==> src/inc/tmw_pkg.sv <==
/*
  Package for the one-shot wake-up timer: mode codes, widths, reset and
  reload values, prescaler limits and the carrier structs.
  Assumes one 250 MHz clock and a synchronous active-high reset.
*/
package tmw_pkg;

  localparam int CNT_W = 32;
  localparam int DIV_W = 12;
  localparam int MODE_W = 4;
  localparam logic [CNT_W-1:0] CNT_RESET = 32'h0000_0000;
  localparam logic [CNT_W-1:0] CNT_RELOAD = 32'h0000_0001;
  localparam logic [DIV_W-1:0] DIV_RESET = 12'h000;
  localparam int PRESCALE_MAX = 4096;
  localparam logic [MODE_W-1:0] MODE_ONE_SHOT = 4'h0;
  localparam logic [MODE_W-1:0] MODE_CONTINUOUS = 4'h1;
  localparam logic [MODE_W-1:0] MODE_COUNTER = 4'h2;
  localparam logic [MODE_W-1:0] MODE_PWM = 4'h3;
  localparam logic [MODE_W-1:0] MODE_CAPTURE = 4'h4;
  localparam logic [MODE_W-1:0] MODE_COMPARE = 4'h5;
  localparam logic [MODE_W-1:0] MODE_GATED = 4'h6;
  localparam logic [MODE_W-1:0] MODE_CAP_CMP = 4'h7;
  localparam logic [MODE_W-1:0] MODE_DUAL_EDGE = 4'h8;
  localparam logic [MODE_W-1:0] MODE_INACT_GATED = 4'he;
  localparam int CLK_OK_DELAY = 2;

  // Pin usage class of a mode
  typedef enum logic [2:0] {
    TMW_PIN_NONE = 3'b001,
    TMW_PIN_OUT = 3'b010,
    TMW_PIN_IN = 3'b100
  } tmw_pin_use_t;

  // Software configuration held outside the block
  typedef struct packed {
    logic [MODE_W-1:0] mode;
    logic [DIV_W-1:0] clk_div;
    logic polarity;
    logic out_en;
    logic out_inv_en;
    logic irq_en;
    logic wake_allow;
    logic slow_timer;
  } tmw_cfg_t;

  // Low-power wake gating from the power sequencer side
  typedef struct packed {
    logic lp_wake_allow;
    logic pm_wake_allow;
    logic lp_clock_off;
    logic lp_in_pin_en;
    logic lp_out_pin_en;
  } tmw_lp_t;

  // Pin enables and levels driven by the timer
  typedef struct packed {
    logic half_a_pin;
    logic half_a_inverted_pin;
    logic half_b_pin;
    logic half_b_inverted_pin;
    logic slow_timer_pin;
  } tmw_pins_t;

  // Pin usage of a mode for standard and low-power instances
  function automatic tmw_pin_use_t mode_pin_use(
    input logic [MODE_W-1:0] m
  );
    case (m)
      MODE_ONE_SHOT, MODE_CONTINUOUS, MODE_PWM, MODE_COMPARE:
        mode_pin_use = TMW_PIN_OUT;
      MODE_COUNTER, MODE_CAPTURE, MODE_GATED, MODE_CAP_CMP,
      MODE_DUAL_EDGE, MODE_INACT_GATED:
        mode_pin_use = TMW_PIN_IN;
      default:
        mode_pin_use = TMW_PIN_NONE;
    endcase
  endfunction : mode_pin_use

endpackage : tmw_pkg

==> src/hw/tmw_timer.sv <==
/*
  One-shot timer with wake-up request, wake cause flag and pin usage.
  Assumes configuration is plain ports from software logic, the pin
  input is asynchronous, and wake enables come from power management.
*/
`timescale 1ns/1ps
`default_nettype none
module tmw_timer
  import tmw_pkg::*;
(
  input wire logic mclk_i,
  input wire logic rst_i,
  input wire tmw_cfg_t cfg_i,
  input wire tmw_lp_t lp_i,
  input wire logic clk_en_i,
  input wire logic go_set_i,
  input wire logic go_clr_i,
  input wire logic [CNT_W-1:0] compare_value_i,
  input wire logic cnt_wr_i,
  input wire logic [CNT_W-1:0] cnt_wr_data_i,
  input wire logic period_flag_clr_i,
  input wire logic wake_flag_clr_i,
  input wire logic wrdone_clr_i,
  input wire logic half_a_pin_i,
  output logic [CNT_W-1:0] count_value_o,
  output logic go_o,
  output logic clk_ok_o,
  output logic period_flag_o,
  output logic wrdone_o,
  output logic wake_flag_o,
  output logic lp_wake_status_o,
  output logic timer_interrupt_line_o,
  output logic wake_req_o,
  output tmw_pins_t pin_o,
  output tmw_pins_t pin_oe_o,
  output logic pin_event_o
);

  // Run state of the counter
  typedef enum logic [2:0] {
    TMW_IDLE = 3'b001,
    TMW_START = 3'b010,
    TMW_RUN = 3'b100
  } tmw_state_t;

  tmw_state_t state_q;
  tmw_state_t state_d;
  logic [CNT_W-1:0] cnt_q;
  logic [CNT_W-1:0] cnt_d;
  logic [1:0] ok_cnt_q;
  logic [1:0] ok_cnt_d;
  logic clk_ok_q;
  logic clk_ok_d;
  logic period_flag_q;
  logic period_flag_d;
  logic wake_flag_q;
  logic wake_flag_d;
  logic lp_stat_q;
  logic lp_stat_d;
  logic wrdone_q;
  logic wrdone_d;
  logic pulse_q;
  logic pulse_d;
  logic pin_s1_q;
  logic pin_s2_q;
  logic pin_s3_q;
  logic tick;
  logic clk_run;
  logic period_end;
  logic one_shot;
  logic cnt_wr_ok;
  logic wake_gate;
  logic out_level;
  tmw_pin_use_t use_now;

  // Slow clock runs only while clock-off is low
  assign clk_run = clk_en_i && !(cfg_i.slow_timer && lp_i.lp_clock_off);
  assign one_shot = (cfg_i.mode == MODE_ONE_SHOT);
  assign use_now = mode_pin_use(cfg_i.mode);

  // Divider restarts at each start so every period has the same phase
  tmw_prescaler u_prescaler (
    .mclk_i(mclk_i),
    .rst_i(rst_i),
    .run_i(clk_run && (state_q != TMW_IDLE)),
    .clk_div_i(cfg_i.clk_div),
    .tick_o(tick)
  );

  // End of period on the tick after count matched compare
  assign period_end = (state_q == TMW_RUN) && tick && one_shot
    && (cnt_q == compare_value_i);
  assign cnt_wr_ok = cnt_wr_i && clk_run;

  // Counter, run state and clock-ok next values
  always_comb
  begin
    state_d = state_q;
    cnt_d = cnt_q;
    ok_cnt_d = ok_cnt_q;
    clk_ok_d = clk_ok_q;
    if (!clk_run)
    begin
      ok_cnt_d = 2'b00;
      clk_ok_d = 1'b0;
    end
    else if (ok_cnt_q != CLK_OK_DELAY[1:0])
    begin
      ok_cnt_d = ok_cnt_q + 2'b01;
    end
    else
    begin
      clk_ok_d = 1'b1;
    end
    case (state_q)
      TMW_IDLE:
      begin
        if (go_set_i && clk_ok_q)
        begin
          state_d = TMW_START;
        end
      end
      TMW_START:
      begin
        state_d = TMW_RUN;
      end
      TMW_RUN:
      begin
        if (period_end)
        begin
          state_d = TMW_IDLE;
          cnt_d = CNT_RELOAD;
        end
        else if (go_clr_i || !clk_run)
        begin
          state_d = TMW_IDLE;
        end
        else if (tick && one_shot)
        begin
          cnt_d = cnt_q + 32'h0000_0001;
        end
      end
      default:
      begin
        state_d = TMW_IDLE;
      end
    endcase
    if (cnt_wr_ok && !period_end)
    begin
      cnt_d = cnt_wr_data_i;
    end
  end

  // Sticky flags; a set wins over a same-cycle clear
  always_comb
  begin
    period_flag_d = period_flag_q;
    wake_flag_d = wake_flag_q;
    lp_stat_d = lp_stat_q;
    wrdone_d = wrdone_q;
    if (period_flag_clr_i)
    begin
      period_flag_d = 1'b0;
    end
    if (period_end)
    begin
      period_flag_d = 1'b1;
    end
    if (wake_flag_clr_i)
    begin
      wake_flag_d = 1'b0;
      lp_stat_d = 1'b0;
    end
    if (period_end && wake_gate)
    begin
      wake_flag_d = 1'b1;
    end
    if (period_end && cfg_i.slow_timer)
    begin
      lp_stat_d = 1'b1;
    end
    if (wrdone_clr_i || cnt_wr_i)
    begin
      wrdone_d = 1'b0;
    end
    if (cnt_wr_ok)
    begin
      wrdone_d = 1'b1;
    end
  end

  assign pulse_d = period_end;

  // State registers
  always_ff @(posedge mclk_i)
  begin
    if (rst_i)
    begin
      state_q <= TMW_IDLE;
      cnt_q <= CNT_RESET;
      ok_cnt_q <= 2'b00;
      clk_ok_q <= 1'b0;
      period_flag_q <= 1'b0;
      wake_flag_q <= 1'b0;
      lp_stat_q <= 1'b0;
      wrdone_q <= 1'b0;
      pulse_q <= 1'b0;
    end
    else
    begin
      state_q <= state_d;
      cnt_q <= cnt_d;
      ok_cnt_q <= ok_cnt_d;
      clk_ok_q <= clk_ok_d;
      period_flag_q <= period_flag_d;
      wake_flag_q <= wake_flag_d;
      lp_stat_q <= lp_stat_d;
      wrdone_q <= wrdone_d;
      pulse_q <= pulse_d;
    end
  end

  // Pin input synchroniser and edge event
  always_ff @(posedge mclk_i)
  begin
    if (rst_i)
    begin
      pin_s1_q <= 1'b0;
      pin_s2_q <= 1'b0;
      pin_s3_q <= 1'b0;
    end
    else
    begin
      pin_s1_q <= half_a_pin_i;
      pin_s2_q <= pin_s1_q;
      pin_s3_q <= pin_s2_q;
    end
  end

  assign pin_event_o = (use_now == TMW_PIN_IN) && (pin_s2_q ^ pin_s3_q);

  // Wake gating: standard uses allow bit, slow timer the two enables
  assign wake_gate = cfg_i.slow_timer
    ? (lp_i.lp_wake_allow && lp_i.pm_wake_allow)
    : cfg_i.wake_allow;
  assign wake_req_o = wake_flag_q && wake_gate;

  // Pin levels: idle at polarity, active for one source clock
  assign out_level = cfg_i.polarity ^ pulse_q;
  always_comb
  begin
    pin_o = '0;
    pin_oe_o = '0;
    if (use_now == TMW_PIN_OUT && clk_run)
    begin
      if (cfg_i.slow_timer)
      begin
        pin_o.slow_timer_pin = out_level;
        pin_oe_o.slow_timer_pin = cfg_i.out_en;
      end
      else
      begin
        pin_o.half_a_pin = out_level;
        pin_o.half_a_inverted_pin = !out_level;
        pin_o.half_b_pin = out_level;
        pin_o.half_b_inverted_pin = !out_level;
        pin_oe_o.half_a_pin = cfg_i.out_en;
        pin_oe_o.half_a_inverted_pin = cfg_i.out_inv_en;
        pin_oe_o.half_b_pin = cfg_i.out_en;
        pin_oe_o.half_b_inverted_pin = cfg_i.out_inv_en;
      end
    end
  end

  assign count_value_o = cnt_q;
  assign go_o = (state_q == TMW_RUN);
  assign clk_ok_o = clk_ok_q;
  assign period_flag_o = period_flag_q;
  assign wrdone_o = wrdone_q;
  assign wake_flag_o = wake_flag_q;
  assign lp_wake_status_o = lp_stat_q;
  assign timer_interrupt_line_o = period_flag_q && cfg_i.irq_en;
endmodule : tmw_timer
`default_nettype wire

==> src/hw/tmw_prescaler.sv <==
/*
  Prescaler: one-cycle enable every (clk_div + 1) source cycles.
  Assumes clk_div is held stable while running.
*/
`timescale 1ns/1ps
`default_nettype none
module tmw_prescaler
  import tmw_pkg::*;
(
  input wire logic mclk_i,
  input wire logic rst_i,
  input wire logic run_i,
  input wire logic [DIV_W-1:0] clk_div_i,
  output logic tick_o
);

  logic [DIV_W-1:0] cnt_q;
  logic [DIV_W-1:0] cnt_d;

  // Divide count, restarts when not running
  always_comb
  begin
    cnt_d = cnt_q;
    if (!run_i || cnt_q == clk_div_i)
    begin
      cnt_d = DIV_RESET;
    end
    else
    begin
      cnt_d = cnt_q + 12'h001;
    end
  end

  always_ff @(posedge mclk_i)
  begin
    if (rst_i)
    begin
      cnt_q <= DIV_RESET;
    end
    else
    begin
      cnt_q <= cnt_d;
    end
  end

  // Ratio is clk_div + 1, from 1 to 4096
  assign tick_o = run_i && (cnt_q == clk_div_i);

endmodule : tmw_prescaler
`default_nettype wire

==> config.mk <==
export PLATFORM = sky130hd
export DESIGN_NAME = tmw_timer
export DESIGN_NICKNAME = d
export VERILOG_FILES = /design/src/inc/tmw_pkg.sv /design/src/hw/tmw_timer.sv /design/src/hw/tmw_prescaler.sv
export SDC_FILE = /design/constraint.sdc
export NUM_CORES = 1
export LEC_CHECK = 0
export BUFFER_PORTS_ARGS = -buffer_cell sky130_fd_sc_hd__clkbuf_2
export CAP_MARGIN = 20
export CORE_MARGIN = 2
export CORE_UTILIZATION = 25
export CTS_CLUSTER_SIZE = 16
export DETAILED_ROUTE_END_ITERATION = 10
export PLACE_DENSITY = 0.55
export SYNTH_ARGS = -nofsm -noshare
export SYNTH_HDL_FRONTEND = slang
export SYNTH_SLANG_ARGS = --single-unit
==> constraint.sdc <==
create_clock -name mclk_i -period 3.1 [get_ports mclk_i]
set_input_delay 0.465 -clock mclk_i [delete_from_list [all_inputs] [get_ports mclk_i]]
set_output_delay 0.465 -clock mclk_i [all_outputs]
set_load 0.02 [all_outputs]
==> impl_metrics.ini, run 1 <==
[run_status]
status = finished clean

[global_routing]
track_usage_pct = 15.41
grt_max_degree = 40
grt_pass1_vias = 3660
grt_pass1_wl_um = 19670
overflow = 0
antenna_found_initial = 2

[logic_synthesis]
synthFlopType = dfxtp_1
ys_types = 54
synth_edf_count = 0
syn-cell-area_sq_um = 3834
ys_ff_latch = 58
yosysTopAreaCell = dfxtp_1
yosysMostFrequentCell = dfxtp_1
netlist_top_cells_count = 58 x dfxtp_1, 56 x xnor2_1, 45 x nand3_1
synth_area_leaders = dfxtp_1 30%, xnor2_1 13%, nand3_1 5.9%
synth-seq-area-share_pct = 30.29
syn_area_per_cell_sq_um = 8.227
netlist.area_leader.share_pct = 30.29
synth-async-reset-ratio_pct = 0
syn_inst = 466
synth.net_count = 570
yosysWarnings = 0

[routing]
routed_wl_um = 12430
dr.pass1.iters = 4
ant_nets = 0
viasPerCell = 4.861
drt_iter0_drc = 238
num_vias = 3903
avgRoutedWirePerCell_um = 15.48
route.detailed.drc = 0

[clock_tree]
cts_tree = yes
cts_root_buf = clkbuf_16
clkTransAtPathRegs_ns = 0.05
clk_latency_ns = 0.33
clock_sinks = 58
hold_buffers = 0
cts.repair.resized = 0
clockBufferDepth = 2
cts_setup_buffers = 0
cts-htree-levels = 3
cts_buffers = 9

[worst_setup_path]
reg2reg_from = count_value_o[4]
start_kind = flop
end_kind = flop
reg2reg_slack_ns = 0.61
arrival_ns = 2.70
crit_type = flop to flop
cp_max_fo = 39
reg2reg_to = count_value_o[28]
rr_worst_depth = 7
crit_path_end = count_value_o[28]
setup.worst_path.start = count_value_o[4]
cp.required_ns = 3.31

[pwr]
p_clk_share_pct = 47.3
p_int_mw = 1.562
power_frac_seq_pct = 38.9
swShare_pct = 25.81
p_leak_nw = 2.018
power.switching_uw = 543.6
comb_power_share_pct = 13.8
p_per_area_nw_per_um2 = 418.3
peakVddDrop_mv = 0.2392

[timing]
fmax_ghz = 0.4012
clock_skew_ns = 0.004382
fin_setup_tns_ns = 0
setup_viol = 0
post-route-period-util_pct = 80.41
maxSlewViolCount = 0
timing.final.hold_violations = 0
worst_pin_slew_ns = 0.5603
hold_slack_ns = 0.3616
grt_setup_unrepaired = false
slew_headroom_pct = 62.65
finalCriticalPeriod_ns = 2.493

[cells_and_area]
fin_util_pct = 33.36
drive_above_1_share_pct = 31.22
synthToLayoutAreaGrowth_pct = 31.30
diodes = 0
final_nets = 716

[min_path]
hold_class = primary input to flop

[flow_run]
max-cap-violations = 0

[placement]
io_buffers = 149
dpl.hpwl_um = 9821
gp_congestion = 0.8521

[floorplan]
dieHeight_um = 127.8
core-area_sq_um = 15090
dieArea_sq_um = 16340
num_rows = 45
start_util_pct = 25.41
pin_count = 152
die_x_um = 127.8
flip-flops by register name, summed over array words and instances, names as in the netlist, 2 cells and up:
signal,flops
state_q,3
count_value_o,32
ok_cnt_q,2
u_prescaler.cnt_q,12
critical path: stages, from the launching register on:
cell and delay (ns):
dfxtp_1 0.48, xnor2_1 0.16, nand4_1 0.27, nor4_2 0.55, nand3_2 0.23, buf_4 0.33, a32oi_1 0.24, a31oi_1 0.10
through the flow:
step	cell area [sq um]	setup slack, ns	std cells	power (mW)
2_1_floorplan	3834	0.7256	466	0.9905
3_3_place_gp	4733	0.3978	788	1.122
3_5_place_dp	4733	0.3541	788	1.127
4_1_cts	5026	0.6348	802	2.140
5_1_grt	5034	0.3968	803	2.209
6_report	5034	0.6072	803	2.106
how the worst min path moves through the flow:
stage / cells past startpoint / from / to
detailed placement: 1 / pin_s1_q / pin_s2_q
finish: 3 / cnt_wr_data_i[6] / count_value_o[6]
global placement: 1 / pin_s1_q / pin_s2_q
floorplan: 1 / pin_s1_q / pin_s2_q
CTS: 3 / cnt_wr_data_i[6] / count_value_o[6]
global route: 2 / half_a_pin_i / pin_s1_q
kinds of logic (layout without fill, tap and decap cells):
logic type	after synthesis	count (layout)	synth area share, %
compound gates	63	63	11.81
xor+xnor	81	81	18.51
fa+ha+maj	4	4	1.240
buf+inv	40	189	5.646
flops	58	58	30.29
mux	1	1	0.2611
simple gates	219	219	32.25
power groups by stage:
stage               clock network (mW)  logic, mW  registers [mW]
finish                           0.995      0.291           0.819
global route                      1.06      0.322           0.823
CTS                               1.03      0.293           0.819
detailed placement                   0      0.292           0.835
global placement                     0      0.288           0.833
floorplan                            0      0.146           0.844
layout by cell type (no fill, tap or decap), types with 4 or more instances in the layout:
cell / count
nor4_2: 4
or3_1: 6
a32oi_1: 4
dfxtp_1: 58
nor2b_1: 6
clkbuf_2: 149
inv_1: 14
nor2_1: 43
a31oi_1: 19
a211oi_1: 11
o21ai_0: 4
nor4_1: 9
clkbuf_16: 9
nor3_1: 11
buf_4: 12
nand4_1: 20
a21oi_1: 11
nand2b_1: 6
xor2_1: 25
xnor2_1: 56
nand2_1: 33
and3_1: 8
nand3_1: 45
and2_1: 11
cell type report:
cell class	instances	area (sq um)
clock buffers	11	252.7
clock inverters	3	40.04
fillers	1600	10060
inverters	14	52.55
multi-input cells	368	2456
flip-flops and latches	58	1161
well taps	188	235.2
repair buffers	161	835.8
metal layers:
layer | vias up | wire, um | global-route usage (%)
li1 | 1954 | - | -
met1 | 1823 | 5474 | 19.68
met2 | 106 | 5650 | 23.56
met3 | 18 | 1027 | 6.553
met4 | 2 | 257 | 4.783
met5 | - | 16 | 0
(Power assumes the default switching activity.)
==> run 2: changes to the inputs <==
Settings changed: ABC_AREA from default to 1, PLACE_DENSITY 0.55 to 0.53.
Clock period 3.1 ns to 2.4 ns, I/O delays scaled along.
==> run 2 against run 1 <==
Against the previous run:
- routed wire length is 31% higher
- clock power is 50% higher
- clock skew is 0.0041 ns higher
- largest power group unchanged
==> impl_metrics.ini, run 2 <==
[cells_and_area]
final_nets = 1102
largest_reg_flops = 32
final_common_cell = nand2_1
drive_above_1_share_pct = 20.34
fin_util_pct = 32.98
synthToLayoutAreaGrowth_pct = 28.84
layout_common_cells = 267 x nand2_1, 157 x inv_1, 149 x clkbuf_2, 90 x nor2_1, 77 x nand3_1

[routing]
num_vias = 5470
route.detailed.drc = 0
avgRoutedWirePerCell_um = 12.84
drt_iter0_drc = 207
viasPerCell = 4.328
dr.pass1.iters = 7
ant_nets = 0
routed_wl_um = 16230

[logic_synthesis]
syn_area_per_cell_sq_um = 5.657
synth.net_count = 956
yosysWarnings = 0
synth-async-reset-ratio_pct = 0
yosysMostFrequentCell = nand2_1
ys_types = 33
synth_area_leaders = dfxtp_1 24%, nand2_1 21%, inv_1 12%
syn-cell-area_sq_um = 4820
netlist_top_cells_count = 267 x nand2_1, 157 x inv_1, 90 x nor2_1
synth-seq-area-share_pct = 24.09
ys_ff_latch = 58
yosysTopAreaCell = dfxtp_1
synth_edf_count = 0
syn_inst = 852
netlist.area_leader.share_pct = 24.09
synthFlopType = dfxtp_1

[min_path]
hold_class = primary input to flop

[timing]
grt_setup_unrepaired = false
hold_slack_ns = 0.1983
fin_setup_tns_ns = 0
slew_headroom_pct = 63.20
worst_pin_slew_ns = 0.5504
fmax_ghz = 0.4622
post-route-period-util_pct = 90.15
clock_skew_ns = 0.008463
maxSlewViolCount = 0
setup_viol = 0
finalCriticalPeriod_ns = 2.163
timing.final.hold_violations = 0

[clock_tree]
hold_buffers = 0
cts.repair.resized = 0
cts_buffers = 9
cts_root_buf = clkbuf_16
cts-htree-levels = 3
cts_setup_buffers = 0
clockBufferDepth = 2
clock_sinks = 58
cts_tree = yes
clk_latency_ns = 0.34
clkTransAtPathRegs_ns = 0.06

[floorplan]
die_x_um = 142.8
start_util_pct = 25.59
pin_count = 152
num_rows = 50
core-area_sq_um = 18830
dieHeight_um = 142.8
dieArea_sq_um = 20400

[global_routing]
antenna_found_initial = 1
grt_pass1_vias = 5095
track_usage_pct = 16.04
overflow = 0
grt_pass1_wl_um = 25540
grt_max_degree = 49

[placement]
io_buffers = 149
gp_congestion = 0.9137
dpl.hpwl_um = 13020

[pwr]
peakVddDrop_mv = 0.3367
p_leak_nw = 3.336
p_per_area_nw_per_um2 = 482.9

[worst_setup_path]
critical-path-slowest-cell = dfxtp_1
cp_common_cell = nor2_1
cp_max_fo = 8
arrival_ns = 2.39
crit_chain = ha_1, nand2_1, nor2_1, and2_1, nand2_1, nor3_1, nand3_1, nor3_1, nor2_1, nor2_1, nor2_1
cp.required_ns = 2.62
start_kind = flop
end_kind = flop
crit_buf_inv = 0
critical_path.top_delay_family = simple AND/OR/NAND/NOR gates
crit_type = flop to flop
critPathMaxStageDelay_ns = 0.57

[run_status]
status = finished clean

[flow_run]
max-cap-violations = 0
-- run 2: cell types whose count changed in the layout (fill, tap and decap cells not counted), moves of 9 or more --
cell,change
a211oi_1,-10
nor2_1,+47
a31oi_1,-19
and2_1,-10
nand2_1,+234
nor3_1,+16
nand4_1,+45
xnor2_1,-52
nand3_1,+32
inv_1,+143
nor4_1,-9
-- run 2: area by class of cell --
| class | instances | area [sq um] |
|---|---|---|
| fill | 2112 | 12620 |
| multi-input combinational | 598 | 2844 |
| sequential | 58 | 1161 |
| timing repair buffer | 169 | 933.4 |
| inverter | 162 | 608.1 |
| tap | 260 | 325.3 |
| clock buffer | 11 | 232.7 |
| clock inverter | 5 | 102.6 |
| antenna | 1 | 2.502 |
-- run 2: worst reg2reg max path: stages (launching register included) --
cell and delay, ns:
dfxtp_1 0.57, ha_1 0.24, nand2_1 0.07, nor2_1 0.13
and2_1 0.18, nand2_1 0.11, nor3_1 0.27, nand3_1 0.12
nor3_1 0.15, nor2_1 0.09, nor2_1 0.09, nor2_1 0.04
-- run 2: metrics by stage --
step	cells	area, sq um	power [mW]	setup slack [ns]
floorplan	852	4820	1.332	0.3991
global placement	1247	5872	1.529	0.2779
detailed placement	1247	5872	1.531	0.2571
CTS	1263	6207	3.060	0.2447
global route	1263	6207	3.162	0.04422
finish	1264	6210	2.998	0.2365
-- run 2: cells by family (layout without fill, tap and decap cells) --
kind of cell,count (synthesis),after routing,synth area share (%)
buffers and inverters,196,347,17.00
adder cells (fa/ha/maj),3,3,0.7789
other,0,1,0
AND/OR/NAND/NOR,549,549,50.96
XOR/XNOR,25,25,4.543
flip-flops,58,58,24.09
AO/OA/AOI/OAI,21,21,2.622
-- run 2: final timing paths --
check / start / endpoint / slack, ns / depth (start not counted)
hold / removal: period_flag_clr_i / period_flag_o / 0.20 / 2
setup reg to reg: count_value_o[0] / count_value_o[30] / 0.24 / 11
hold reg to reg: pin_s1_q / pin_s2_q / 0.41 / 2
setup / recovery: count_value_o[0] / count_value_o[30] / 0.24 / 11
-- run 2: where the power goes --
| part | leakage [nW] | switching, mW | total, mW | internal [mW] |
|---|---|---|---|---|
| clock network | 0.160 | 0.481 | 1.49 | 1.01 |
| registers | 0.471 | 0.0457 | 1.05 | 1.00 |
| logic | 2.71 | 0.273 | 0.460 | 0.187 |
-- run 2: routing by layer --
metal  vias up  GRT usage [%]  wire (um)
met2       157          27.81       7613
met1      2339          19.18       7142
met3        17          5.131       1224
met5         -              0          0
li1       2957              -          -
met4         0          4.065        251
